### config.mk
export PLATFORM = sky130hd
export DESIGN_NAME = sdc_dev_flat
export DESIGN_NICKNAME = d
export VERILOG_FILES = /design/src/verilog/sdc_pkg.sv /design/src/verilog/sdc_link_if.sv /design/src/verilog/sdc_dev.sv /design/src/flat_wrapper.sv
export VERILOG_INCLUDE_DIRS = /design/src /design/src/verilog
export SDC_FILE = /design/constraint.sdc
export NUM_CORES = 1
export LEC_CHECK = 0
export ABC_CLOCK_PERIOD_IN_PS = 3580
export BUFFER_PORTS_ARGS = -buffer_cell sky130_fd_sc_hd__buf_4
export CORE_ASPECT_RATIO = 1.25
export CORE_MARGIN = 4
export CORE_UTILIZATION = 40
export DETAILED_ROUTE_END_ITERATION = 12
export HOLD_SLACK_MARGIN = 0.05
export MAX_ROUTING_LAYER = met4
export PLACE_DENSITY_LB_ADDON = 0.12
export SETUP_SLACK_MARGIN = 0.2
export SLEW_MARGIN = 20
export SYNTH_ARGS = -nofsm -noshare
export SYNTH_HDL_FRONTEND = slang
export SYNTH_SLANG_ARGS = --single-unit
### constraint.sdc
create_clock -name pclk -period 3.58 [get_ports pclk]
set_clock_uncertainty 0.05 [all_clocks]
set_input_delay 0.716 -clock pclk [delete_from_list [all_inputs] [get_ports pclk]]
set_output_delay 0.716 -clock pclk [all_outputs]
set_load 0.01 [all_outputs]
### src/verilog/sdc_params.svh
`ifndef SDC_PARAMS_SVH
`define SDC_PARAMS_SVH
// ----------------------------------------
// Serial framing
// ----------------------------------------
`define SDC_CMD_LEN     6'd8
`define SDC_WEN_BIT     7
`define SDC_RW_BIT      6
`define SDC_RS_HI       5
`define SDC_RS_LO       3
`define SDC_RST_ONES    6'd40
`define SDC_TX_W        40
// ----------------------------------------
// Device register selects and widths
// ----------------------------------------
`define SDC_RS_STAT     3'h0
`define SDC_RS_MODE     3'h1
`define SDC_RS_CONF     3'h2
`define SDC_RS_DATA     3'h3
`define SDC_LEN_STAT    6'd8
`define SDC_LEN_WORD    6'd24
`define SDC_LEN_DSTAT   6'd32
// ----------------------------------------
// Fields and power-on values
// ----------------------------------------
`define SDC_MODE_RST    24'h080060
`define SDC_CONF_RST    24'h000117
`define SDC_MD_HI       23
`define SDC_MD_LO       21
`define SDC_APPEND_BIT  20
`define SDC_SIXTY_HZ_NOTCH_ENABLE_BIT   13
`define SDC_FS_HI       9
`define SDC_EN_HI       15
`define SDC_EN_LO       8
`define SDC_MD_CONT     3'h0
`define SDC_MD_SINGLE   3'h1
`define SDC_MD_PDOWN    3'h3
`define SDC_NCH         8
// ----------------------------------------
// Timing
// ----------------------------------------
`define SDC_CLK_MHZ     100
`define SDC_OSC_US      1000
`define SDC_SRST_US     500
`define SDC_SETTLE_PER  4
// ----------------------------------------
// Controller register map (APB)
// ----------------------------------------
`define SDC_A_CMD       8'h00
`define SDC_A_WDATA     8'h04
`define SDC_A_CTRL      8'h08
`define SDC_A_RDATA     8'h0c
`define SDC_A_STAT      8'h10
`define SDC_KEEP_BIT    8
`define SDC_SRST_BIT    9
`endif

### src/verilog/sdc_pkg.sv
package sdc_pkg;
    typedef enum logic [1:0] {
        SER_CMD = 2'b00,
        SER_WR  = 2'b01,
        SER_RD  = 2'b10
    } sdc_ser_t;
    typedef enum logic [1:0] {
        CNV_OFF    = 2'b00,
        CNV_WAKE   = 2'b01,
        CNV_SETTLE = 2'b10
    } sdc_cnv_t;
    typedef enum logic [1:0] {
        HST_IDLE  = 2'b00,
        HST_SHIFT = 2'b01,
        HST_WAIT  = 2'b10
    } sdc_hst_t;
    typedef struct packed {
        logic [1:0]  cs_p;
        logic [2:0]  sck_p;
        logic [1:0]  din_p;
        sdc_ser_t    ser;
        logic [5:0]  bcnt;
        logic [5:0]  blen;
        logic [2:0]  rs;
        logic [23:0] shin;
        logic [31:0] shout;
        logic [5:0]  ones;
        logic        dout;
        logic        oe;
        logic        rdy_n;
        logic        reading;
        logic [23:0] mode;
        logic [23:0] conf;
        logic [23:0] data;
        logic [3:0]  dchan;
        sdc_cnv_t    cnv;
        logic [3:0]  chan;
        logic [31:0] tmr;
        logic        kick;
        logic        restart;
        logic        run;
    } sdc_dev_t;
    typedef struct packed {
        logic        pready;
        logic        pslverr;
        logic [31:0] prdata;
        logic [7:0]  cmd;
        logic [31:0] wdata;
        logic [5:0]  len;
        logic        keep;
        sdc_hst_t    st;
        logic [7:0]  half;
        logic        sclk;
        logic        cs_n;
        logic        din;
        logic [39:0] tx;
        logic [5:0]  bits;
        logic [5:0]  total;
        logic [31:0] rx;
        logic [31:0] wtmr;
        logic        srst;
        logic [1:0]  dout_p;
    } sdc_host_t;
endpackage
### src/verilog/sdc_link_if.sv
interface sdc_link_if;
    logic cs_n;
    logic sclk;
    logic din;
    logic dout;
    logic dout_oe;
    logic dout_line;
    // Pull-up while the device lets go
    assign dout_line = dout_oe ? dout : 1'b1;
    modport dev  (input cs_n, sclk, din, output dout, dout_oe);
    modport host (output cs_n, sclk, din, input dout_line);
endinterface

### src/verilog/sdc_dev.sv
// Behaviour
// - enabled channels are converted in turn
// - channel select restarts filter, ready high
// - ready low on valid result, next channel
// - per channel settle is four output periods
// - first transfer is always a command byte
// - write is command then data bits
// - four-wire link clocked by serial clock
// - line low on new word, high after read
// - ready high just before data update
// - select gates link; may stay low
// - data may be reread until next update
// - host idles serial clock high
// - select low presents the first bit; device shows ready, data only after a read command
// - forty ones reset interface and registers
// - host waits after a serial reset
// - single mode wakes, converts, powers down
// - single mode ready stays high after read
// - single mode converts each channel once
// - append status byte, channel in low bits
// - continuous mode after reset, ready per result
// - result discarded while data is being read
// - continuous mode loops all enabled channels
`include "sdc_params.svh"
module sdc_dev #(
    parameter int OSC_CYC = `SDC_OSC_US * `SDC_CLK_MHZ,
    parameter int FS_UNIT = 64
) (
    // System
    input  wire logic        pclk,
    input  wire logic        presetn,
    // Link
    sdc_link_if.dev          link,
    // Converter core
    input  wire logic [23:0] conv_sample,
    output logic      [3:0]  conv_chan,
    output logic             conv_restart,
    output logic             conv_run
);
    import sdc_pkg::*;

    if (OSC_CYC < 1 || FS_UNIT < 1 || FS_UNIT > 4096) begin : g_bad_param
        $error("sdc_dev: bad timing parameter");
    end

    sdc_dev_t r;
    sdc_dev_t n;

    // ----------------------------------------
    // Helpers
    // ----------------------------------------
    function automatic logic [4:0] next_ch(input logic [7:0] en,
                                           input logic [3:0] from);
        logic [4:0] res;
        res = 5'h00;
        for (int i = `SDC_NCH - 1; i >= 0; i--) begin
            if (en[i] && 4'(i) >= from) begin
                res = {1'b1, 4'(i)};
            end
        end
        return res;
    endfunction

    function automatic logic [31:0] settle_cyc(input logic [9:0] fs);
        logic [31:0] f;
        f = (fs == 10'h000) ? 32'h1 : {22'h0, fs};
        // Count runs down to zero inclusive, so start one short
        return 32'(`SDC_SETTLE_PER) * f * 32'(FS_UNIT) - 32'h1;
    endfunction

    logic       rise;
    logic       fall;
    logic       sel;
    logic       bit_in;
    logic [7:0] en;
    logic [2:0] md;
    logic [4:0] nx;
    logic [4:0] first;
    logic [7:0] cmd;
    logic [7:0] stat;

    always_comb begin
        n = r;
        n.restart = 1'b0;
        n.kick = 1'b0;
        n.cs_p = {r.cs_p[0], link.cs_n};
        n.sck_p = {r.sck_p[1:0], link.sclk};
        n.din_p = {r.din_p[0], link.din};
        rise = r.sck_p[1] & ~r.sck_p[2];
        fall = ~r.sck_p[1] & r.sck_p[2];
        sel = ~r.cs_p[1];
        bit_in = r.din_p[1];
        en = r.conf[`SDC_EN_HI:`SDC_EN_LO];
        md = r.mode[`SDC_MD_HI:`SDC_MD_LO];
        first = next_ch(en, 4'h0);
        nx = next_ch(en, r.chan + 4'h1);
        cmd = {r.shin[6:0], bit_in};
        stat = {r.rdy_n, 3'h0, r.dchan};

        // ----------------------------------------
        // Channel sequencer
        // ----------------------------------------
        case (r.cnv)
            CNV_WAKE: begin
                n.tmr = r.tmr - 32'h1;
                if (r.tmr == 32'h0) begin
                    n.cnv = first[4] ? CNV_SETTLE : CNV_OFF;
                    n.chan = first[3:0];
                    n.tmr = settle_cyc(r.mode[`SDC_FS_HI:0]);
                    n.restart = first[4];
                end
            end
            CNV_SETTLE: begin
                n.tmr = r.tmr - 32'h1;
                if (r.tmr == 32'h1) begin
                    n.rdy_n = 1'b1;
                end
                if (r.tmr == 32'h0) begin
                    // Late reader loses the fresh word, not the old one
                    if (!r.reading) begin
                        n.data = conv_sample;
                        n.dchan = r.chan;
                        n.rdy_n = 1'b0;
                    end
                    n.tmr = settle_cyc(r.mode[`SDC_FS_HI:0]);
                    n.restart = 1'b1;
                    if (nx[4]) begin
                        n.chan = nx[3:0];
                    end else if (md == `SDC_MD_SINGLE) begin
                        n.cnv = CNV_OFF;
                        n.restart = 1'b0;
                        n.mode[`SDC_MD_HI:`SDC_MD_LO] = `SDC_MD_PDOWN;
                    end else begin
                        n.chan = first[3:0];
                    end
                end
            end
            default: ;
        endcase

        if (r.kick) begin
            n.rdy_n = 1'b1;
            n.cnv = CNV_OFF;
            if (md == `SDC_MD_CONT && first[4]) begin
                n.cnv = CNV_SETTLE;
                n.chan = first[3:0];
                n.tmr = settle_cyc(r.mode[`SDC_FS_HI:0]);
                n.restart = 1'b1;
            end else if (md == `SDC_MD_SINGLE) begin
                n.cnv = CNV_WAKE;
                n.tmr = 32'(OSC_CYC - 1);
            end
        end

        // ----------------------------------------
        // Serial interface
        // ----------------------------------------
        if (!sel) begin
            n.ser = SER_CMD;
            n.bcnt = 6'h00;
            n.blen = `SDC_CMD_LEN;
            n.ones = 6'h00;
            n.reading = 1'b0;
            n.oe = 1'b0;
        end else begin
            n.oe = 1'b1;
            if (rise) begin
                n.ones = bit_in ? r.ones + 6'h01 : 6'h00;
                n.shin = {r.shin[22:0], bit_in};
                n.bcnt = r.bcnt + 6'h01;
                if (r.bcnt + 6'h01 == r.blen) begin
                    n.bcnt = 6'h00;
                    n.ser = SER_CMD;
                    n.blen = `SDC_CMD_LEN;
                    n.reading = 1'b0;
                    case (r.ser)
                        SER_CMD: begin
                            n.rs = cmd[`SDC_RS_HI:`SDC_RS_LO];
                            if (cmd[`SDC_WEN_BIT]) begin
                                n.ser = SER_CMD;
                            end else if (cmd[`SDC_RW_BIT]) begin
                                n.ser = SER_RD;
                                n.blen = `SDC_LEN_WORD;
                                n.shout = 32'h0;
                                case (cmd[`SDC_RS_HI:`SDC_RS_LO])
                                    `SDC_RS_STAT: begin
                                        n.blen = `SDC_LEN_STAT;
                                        n.shout = {stat, 24'h0};
                                    end
                                    `SDC_RS_MODE: n.shout = {r.mode, 8'h0};
                                    `SDC_RS_CONF: n.shout = {r.conf, 8'h0};
                                    `SDC_RS_DATA: begin
                                        n.reading = 1'b1;
                                        n.shout = {r.data, stat};
                                        if (r.mode[`SDC_APPEND_BIT]) begin
                                            n.blen = `SDC_LEN_DSTAT;
                                        end
                                    end
                                    default: n.ser = SER_CMD;
                                endcase
                            end else if (cmd[`SDC_RS_HI:`SDC_RS_LO] ==
                                         `SDC_RS_MODE ||
                                         cmd[`SDC_RS_HI:`SDC_RS_LO] ==
                                         `SDC_RS_CONF) begin
                                n.ser = SER_WR;
                                n.blen = `SDC_LEN_WORD;
                            end
                        end
                        SER_WR: begin
                            // Any write restarts the sequence cleanly
                            n.kick = 1'b1;
                            if (r.rs == `SDC_RS_MODE) begin
                                n.mode = {r.shin[22:0], bit_in};
                            end else begin
                                n.conf = {r.shin[22:0], bit_in};
                            end
                        end
                        SER_RD: begin
                            if (r.rs == `SDC_RS_DATA) begin
                                n.rdy_n = 1'b1;
                            end
                        end
                        default: n.ser = SER_CMD;
                    endcase
                end
                if (bit_in && r.ones + 6'h01 == `SDC_RST_ONES) begin
                    n.ser = SER_CMD;
                    n.bcnt = 6'h00;
                    n.blen = `SDC_CMD_LEN;
                    n.ones = 6'h00;
                    n.reading = 1'b0;
                    n.mode = `SDC_MODE_RST;
                    n.conf = `SDC_CONF_RST;
                    n.data = 24'h0;
                    n.dchan = 4'h0;
                    n.kick = 1'b1;
                end
            end
            if (fall && r.ser == SER_RD && r.bcnt != 6'h00) begin
                n.shout = {r.shout[30:0], 1'b0};
            end
        end
        // Ready shares the data pin outside a read
        n.dout = (n.ser == SER_RD) ? n.shout[31] : n.rdy_n;
        n.run = (n.cnv != CNV_OFF);
    end

    always_ff @(posedge pclk or negedge presetn) begin
        if (!presetn) begin
            r <= '0;
            r.cs_p <= 2'h3;
            r.sck_p <= 3'h7;
            r.blen <= `SDC_CMD_LEN;
            r.dout <= 1'b1;
            r.rdy_n <= 1'b1;
            r.mode <= `SDC_MODE_RST;
            r.conf <= `SDC_CONF_RST;
            r.kick <= 1'b1;
        end else begin
            r <= n;
        end
    end

    // ----------------------------------------
    // Outputs
    // ----------------------------------------
    assign link.dout = r.dout;
    assign link.dout_oe = r.oe;
    assign conv_chan = r.chan;
    assign conv_restart = r.restart;
    assign conv_run = r.run;
endmodule

### src/flat_wrapper.sv
// flat-port wrapper written by rule: the top's interface ports become plain ports
module sdc_dev_flat import sdc_pkg::*;
#(
    parameter int OSC_CYC = `SDC_OSC_US * `SDC_CLK_MHZ,
    parameter int FS_UNIT = 64
)
  (pclk, presetn, conv_sample, conv_chan, conv_restart, conv_run, link_cs_n, link_sclk, link_din, link_dout, link_dout_oe);
  sdc_link_if link_i ();
  input  wire logic pclk;
  input  wire logic presetn;
  input  wire logic [23:0] conv_sample;
  output logic      [3:0] conv_chan;
  output logic conv_restart;
  output logic conv_run;
  input wire logic [$bits(link_i.cs_n)-1:0] link_cs_n;
  input wire logic [$bits(link_i.sclk)-1:0] link_sclk;
  input wire logic [$bits(link_i.din)-1:0] link_din;
  output wire logic [$bits(link_i.dout)-1:0] link_dout;
  output wire logic [$bits(link_i.dout_oe)-1:0] link_dout_oe;
  assign link_i.cs_n = link_cs_n;
  assign link_i.sclk = link_sclk;
  assign link_i.din = link_din;
  assign link_dout = link_i.dout;
  assign link_dout_oe = link_i.dout_oe;
  sdc_dev #(.OSC_CYC(OSC_CYC), .FS_UNIT(FS_UNIT)) u_core (.pclk(pclk), .presetn(presetn), .link(link_i), .conv_sample(conv_sample), .conv_chan(conv_chan), .conv_restart(conv_restart), .conv_run(conv_run));
endmodule
* Yosys cells after proc, flatten, opt, wreduce, memory -nomap -nowiden
Index checks and enable logic that the tools add are counted.
** Word-level totals
- Logic and storage cells :: 193
- Output and inout bits :: 8
- Bits in registers :: 207
** Cells by class
- Add/sub/neg operators :: 5
- $lt $le $gt $ge :: 8
- Mux-type cells :: 97
- Reductions and logical operators :: 36
- Bitwise logic cells :: 5
- Eq/ne operators :: 16
** Operator list (count)
- $mux W32 :: 8
- $pmux W32 S4 :: 1
- $mux W5 :: 17
- $mux W79 :: 1
- $mux W78 :: 1
- $mux W77 :: 1
- $mux W38 :: 2
- $mux W76 :: 1
- $pmux W38 S2 :: 1
- $mux W66 :: 1
- $mux W28 :: 2
- $mux W50 :: 1
- $mux W24 :: 2
- $mux W48 :: 1
- $mux W6 :: 6
- $eq A32 B1 Y1 const B :: 1
- $logic_not A32 Y1 :: 1
- $sub A32 B1 Y32 const B :: 1
- $mux W1 :: 29
- $mux W14 :: 2
- $sub A18 B1 Y19 const B :: 1
- $reduce_bool A2 Y1 :: 9
- $mux W17 :: 1
- $ge A3 B4 Y1 const A :: 4
- other kinds (32) :: 72

* Depth between registers and ports, before layout
Gate-level depths: netlist (run 1).
- Depth in word-level cells :: 21
- Gate-level depth with buffers :: 11

* Least setup slack after synthesis (run 1)
No wires, ideal clock.
- Kind :: register to register
- Start point :: reg u_core.r[121] (netlist bit)
- End point :: reg, netlist name u_core.link.dout
- Data required time :: 3.445 ns
- Path buffers :: 0
- Library setup time :: 0.085 ns
- Data arrival time :: 2.459 ns
- Path slack :: 0.986 ns
- Stages on the path, launching flop included :: 9
- Cell sequence :: dfrtp_1 > ha_1 > nand3_1 > nor3b_1 > o311ai_1 > nand2_1 > nor4_1 > o211ai_1 > mux2_1
** RTL lines
- start: declaration :: line sdc_dev.sv:46 : sdc_dev_t r;
- start signal: assignment :: line sdc_dev.sv:260 : r <= n;

==> flow_summary.ini, run 1 <==
[setup_path]
rr_startpoint = u_core.r[7]
crit_path_end_kind = register
r2r-end = u_core.link.dout
cp-start-kind = register
slowest_stage = or4_1
worstPathArrival_ns = 3.52
cpPeakStageDelay_ns = 0.65
r2r_slack_ns = 0.45
cp.buffers_inverters = 1
required_ns = 3.97
path_max_fanout = 29
worstPathCellList = or4_1, nor4_2, nand4_2, nor3b_4, buf_12, o21ai_0, mux2_1
worstSetupStartpoint = u_core.r[7]
r2r_cells = 7
cp_num_cells = 7
critPathTopFamily = simple AND/OR/NAND/NOR gates
critPathKind = register to register

[floorplan]
die_h_um = 190
die_w_um = 154
initial_core_util_pct = 40.7
core_area_um2 = 26100
fp-row-count = 66
io_pins = 37
die_area_um2 = 29300

[grt]
antenna_found_initial = 0
grt_pass1_vias = 8522
grt_start_max_net_pins = 78
grt_overflow = 0
grt_use_total_pct = 20.7
grt_pass1_wl_um = 47900

[finish]
instances_no_fill = 1480
antennaDiodeCount = 0
fin_area_um2 = 12100
fillers = 2559
fin_nets = 1163
areaGrowthSynthToFinish_pct = 14.1
drive_gt1_share_pct = 18.0

[logic_synthesis]
yosysTopAreaCell = dfrtp_1
yosysWarnings = 0
synth.area.top_cells = dfrtp_1 44%, nand2_1 6.4%, a22o_1 5.1%, dfstp_2 4.2%, o21ai_0 3.6%
netlist_instances = 1099
synth.distinct_cells = 84
postSynthAreaPerCell_um2 = 9.67
synth_top_cell_area_share_pct = 43.8
synth_nets = 1140
synth_ff_type = dfrtp_1
ys_seq_elements = 203
synth_edf_count = 0
yosysSeqAreaShare_pct = 48.0
synthArstFlopShare_pct = 100
syn_area_um2 = 10600

[timing]
tns_ns = 0
hold_viol = 0
max_freq_mhz = 319
worstMarginPinSlew_ns = 0.927
rsz0062_at_grt = false
maxSlewHeadroom_pct = 37.7
min_period_ns = 3.13
fin_ws_ns = 0.449
setup_viol = 0
fin_crit_sh_pct = 87.4
slew_viol_final = 0

[min_path]
hold_class = primary input to asynchronous set/reset pin

[power_and_ir_drop]
leakage_nw = 5.44
peakVddDrop_uv = 326
powerDensity_nw_per_um2 = 422

[clock_tree]
cts_buffers = 24
ctsHoldBuffers = 0
cts_sinks = 203
root_buffer = clkbuf_16
h-tree-depth = 1
cts_buffer_depth = 3
cts_tree = built
insertion_delay_ns = 0.52
clkSlewWorstSetupHoldPaths_ns = 0.06
cts_resized = 0
cts_setup_buffers = 0

[drt]
vias_per_cell = 5.71
routed_wirelength_um = 29500
drc = 0
drt_iter0_markers = 480
ant_nets = 0
dr.pass1.iters = 6
wire_per_inst_um = 19.9
vias = 8457

[place]
gp_congestion = 0.870
dpl_cell_area_um2 = 11300
dp.cells = 1436
portBuffers = 36
dp_hpwl_um = 19600
dp_slack_ns = 0.500

[outcome]
status = completed

[run]
cap_violations = 0
[cell families after synthesis]
logic type               synth area share (%)
AO/OA/AOI/OAI                            20.4
XOR/XNOR                                 1.07
adder cells (fa/ha/maj)                  1.41
buffers and inverters                    4.19
flip-flops                               48.0
multiplexers                             6.70
AND/OR/NAND/NOR                          18.2
[metrics by stage]
stage	hold slack, ns	utilization [%]	power [W]
after floorplan	0.281	-	0.00254
after global placement	0.296	43.4	0.00269
after detailed placement	0.297	43.4	0.00270
after CTS	0.166	46.5	0.00518
after global routing	0.195	46.5	0.00531
final	0.130	46.5	0.00512
[state kept, by name, indices dropped and copies added, names as in the netlist]
signal	count
u_core.md	3
u_core.bit_in	1
u_core.conv_run	1
u_core.r	172
u_core.n	4
u_core.link.dout_oe	1
u_core.en	8
u_core.conv_chan	4
u_core.cmd	7
u_core.link.dout	1
u_core.conv_restart	1
[cell usage after synthesis, types with 4 or more instances]
library cell / n
dfrtp_1: 186
nand2_1: 180
o21ai_0: 77
a22o_1: 62
nor2_1: 61
a21oi_1: 52
clkbuf_1: 49
a22oi_1: 37
mux2i_1: 34
nor3_1: 25
inv_1: 23
mux2_2: 22
nor2_2: 20
nand3_1: 18
dfstp_2: 17
nor4_1: 17
ha_1: 12
o21ai_1: 11
nand2b_1: 10
o211ai_1: 9
xnor2_1: 9
buf_2: 8
buf_4: 8
a31oi_1: 7
and3_1: 6
nand4_1: 6
nor2b_1: 6
or4_1: 6
buf_1: 5
mux4_2: 5
nand3b_1: 5
o22ai_1: 5
or3_1: 5
a211o_1: 4
a21o_1: 4
o31ai_1: 4
xor2_1: 4
[how the worst max path moves through the flow]
| stage | end |
|---|---|
| 6_report | u_core.link.dout |
| 5_1_grt | u_core.r[28] |
| 4_1_cts | u_core.link.dout |
| 3_5_place_dp | u_core.link.dout |
| 3_3_place_gp | u_core.link.dout |
| 2_1_floorplan | u_core.link.dout |
[routing by layer]
metal / GRT usage, % / vias up / share of wire, %
li1: - / 4038 / -
met5: - / - / 0
met3: 3.09 / 44 / 4.7
met4: 5.61 / 0 / 2.3
met2: 33.1 / 171 / 48
met1: 27.7 / 4204 / 45
[final cells by class]
type                            instances  area, µm²  area share (%)
Multi-Input combinational cell        799       5130            42.3
Sequential cell                       203       5100            42.1
Clock buffer                           42        800            6.59
Timing Repair Buffer                   71        566            4.66
Tap cell                              340        425            3.51
Inverter                               23       86.3           0.712
Clock inverter                          2       17.5           0.144
[cell usage in the layout (no fill, tap or decap), drive strengths merged, types with 4 or more instances in the layout]
master  Yosys  layout
a211o       4       4
a21o        4       4
a21oi      52      52
a22o       62      62
a22oi      37      37
a31oi       8       8
and3        6       6
buf        24      71
clkbuf     50      42
dfrtp     186     186
dfstp      17      17
ha         12      12
inv        23      23
mux2       23      23
mux2i      34      34
mux4        5       5
nand2     181     181
nand2b     10      10
nand3      20      20
nand3b      5       5
nand4       7       7
nor2       83      83
nor2b       6       6
nor3       28      28
nor3b       4       4
nor4       19      19
o211ai     12      12
o21ai      88      88
o22ai       5       5
o311ai      5       5
o31ai       4       4
or3         5       5
or4         7       7
xnor2       9       9
xor2        4       4
[report_power, final]
group / switching, W / internal, W / total (W)
Clock: 0.000966 / 0.00150 / 0.00247
Combinational: 0.000167 / 0.0000879 / 0.000255
Sequential: 0.0000681 / 0.00233 / 0.00239
Total: 0.00120 / 0.00392 / 0.00512
Power figures use the tool's default switching activity.
==> run 2: changes to the inputs <==
--- a/config.mk
+++ b/config.mk
@@ -7,11 +7,12 @@
 export NUM_CORES = 1
 export LEC_CHECK = 0
 export ABC_CLOCK_PERIOD_IN_PS = 3580
-export BUFFER_PORTS_ARGS = -buffer_cell sky130_fd_sc_hd__buf_4
 export CORE_ASPECT_RATIO = 1.25
 export CORE_MARGIN = 4
 export CORE_UTILIZATION = 40
+export CTS_BUF_LIST = sky130_fd_sc_hd__clkbuf_8
 export DETAILED_ROUTE_END_ITERATION = 12
+export DONT_BUFFER_PORTS = 1
 export HOLD_SLACK_MARGIN = 0.05
 export MAX_ROUTING_LAYER = met4
 export PLACE_DENSITY_LB_ADDON = 0.12
==> flow_summary.ini, run 2 (synthesized netlist as in run 1, its figures left out) <==
[setup_path]
required_ns = 3.92
rr_startpoint = u_core.r[16]
slowest_stage = or4_1
critPathKind = register to register
worstSetupStartpoint = u_core.r[16]
worstPathCellList = or4_1, nor3_1, nand4_2, nor3b_4, buf_4, mux2i_1, nor2_2
cpPeakStageDelay_ns = 0.64
r2r_slack_ns = 0.46
worstPathArrival_ns = 3.46
cp-start-kind = register
r2r_cells = 7
path_max_fanout = 22
crit_path_end_kind = register

[place]
dp_hpwl_um = 19400
gp_congestion = 0.870
portBuffers = 0
dpl_cell_area_um2 = 11000

[power_and_ir_drop]
finalPower_w = 0.00463
peakVddDrop_uv = 243
leakage_nw = 5.25
powerDensity_nw_per_um2 = 397

[finish]
fillers = 2573
final_common_cell = dfrtp_1
drive_gt1_share_pct = 15.6
seqCellArea_um2 = 5100
max_flop_register = u_core.r
areaGrowthSynthToFinish_pct = 9.76
largest_register_ffs = 172
antennaDiodeCount = 0
mostFrequentLayoutCells = 186 x dfrtp_1, 180 x nand2_1, 77 x o21ai_0
fin_nets = 1136
fin_area_um2 = 11700
multi_input_area_um2 = 5130

[timing]
tns_ns = 0
max_freq_mhz = 320
rsz0062_at_grt = false
slew_viol_final = 0
worstMarginPinSlew_ns = 0.811
fin_crit_sh_pct = 87.2
setup_viol = 0
hold_viol = 186
hold-worst-slack_ns = -0.165
min_period_ns = 3.12
maxSlewHeadroom_pct = 45.9

[drt]
drc = 0
routed_wirelength_um = 29600
drt_iter0_markers = 492
ant_nets = 0
wire_per_inst_um = 20.3
vias_per_cell = 5.70
vias = 8330
dr.pass1.iters = 5

[grt]
grt_pass1_vias = 8486
grt_pass1_wl_um = 47700
antenna_found_initial = 0
grt_start_max_net_pins = 204
grt_overflow = 0
grt_use_total_pct = 20.7

[clock_tree]
insertion_delay_ns = 0.53
h-tree-depth = 2
root_buffer = clkbuf_8
cts_tree = built
clkSlewWorstSetupHoldPaths_ns = 0.06
cts_buffer_depth = 3
cts_buffers = 36
cts_sinks = 203

[floorplan]
io_pins = 37
die_w_um = 154
initial_core_util_pct = 40.7
die_h_um = 190
die_area_um2 = 29300
fp-row-count = 66
core_area_um2 = 26100

[min_path]
hold_class = primary input to asynchronous set/reset pin

[outcome]
status = finished, violations left
violations = negative hold slack

[run]
cap_violations = 0
-- run 2: cell types whose count changed in the layout (fill, tap and decap cells not counted), sizes merged --
cell	delta
inv	+20
buf	-39
-- run 2: metrics by stage --
| stage | hold WS, ns | cells | util [%] | worst slack, ns |
|---|---|---|---|---|
| after floorplan | 0.281 | 1099 | - | 0.986 |
| after global placement | 0.291 | 1397 | 42.1 | 0.587 |
| after detailed placement | 0.293 | 1397 | 42.1 | 0.501 |
| after CTS | -0.200 | 1461 | 44.7 | 0.467 |
| after global routing | -0.214 | 1461 | 44.7 | 0.279 |
| final | -0.165 | 1461 | 44.7 | 0.459 |
-- run 2: per-layer routing --
layer  GRT usage, %  share of wire (%)  vias up
li1               -                  -     3998
met1           26.6                 45     4114
met2           34.2                 49      173
met3           3.27                3.7       45
met4           6.12                2.1        0
met5              -                  0        -
-- run 2: area by class of cell --
type / count / share of cell area (%)
repair buffers: 32 / 2.06
multi-input cells: 799 / 44.0
well taps: 340 / 3.65
clock inverters: 22 / 0.858
clock buffers: 42 / 4.95
flip-flops and latches: 203 / 43.7
inverters: 23 / 0.740
-- run 2: power by group --
part	total (W)	switching, W	internal [W]
logic	0.000185	0.000121	0.0000632
clock network	0.00205	0.000979	0.00107
registers	0.00239	0.0000628	0.00233
-- run 2: critical path: cells and delay by family (launching register included) --
family / cells / cell delay [ns]
buf+inv: 1 / 0.42
flops: 1 / 0.44
mux: 1 / 0.28
simple gates: 5 / 1.76
-- run 2: path summary, 6_finish.rpt --
| kind | end |
|---|---|
| worst max register to register | u_core.r[56] |
| max in group asynchronous | u_core.r[204] |
| worst max-delay path | u_core.r[56] |
| worst min-delay path | u_core.r[26] |
| min in group pclk | u_core.n[203] |
| worst min register to register | u_core.bit_in |
-- run 2: what timing repair did --
item / in CTS / in global routing
setup buffers: 0 / 0
resized for setup: 0 / 0
endpoints found under the hold margin: 203 / 192
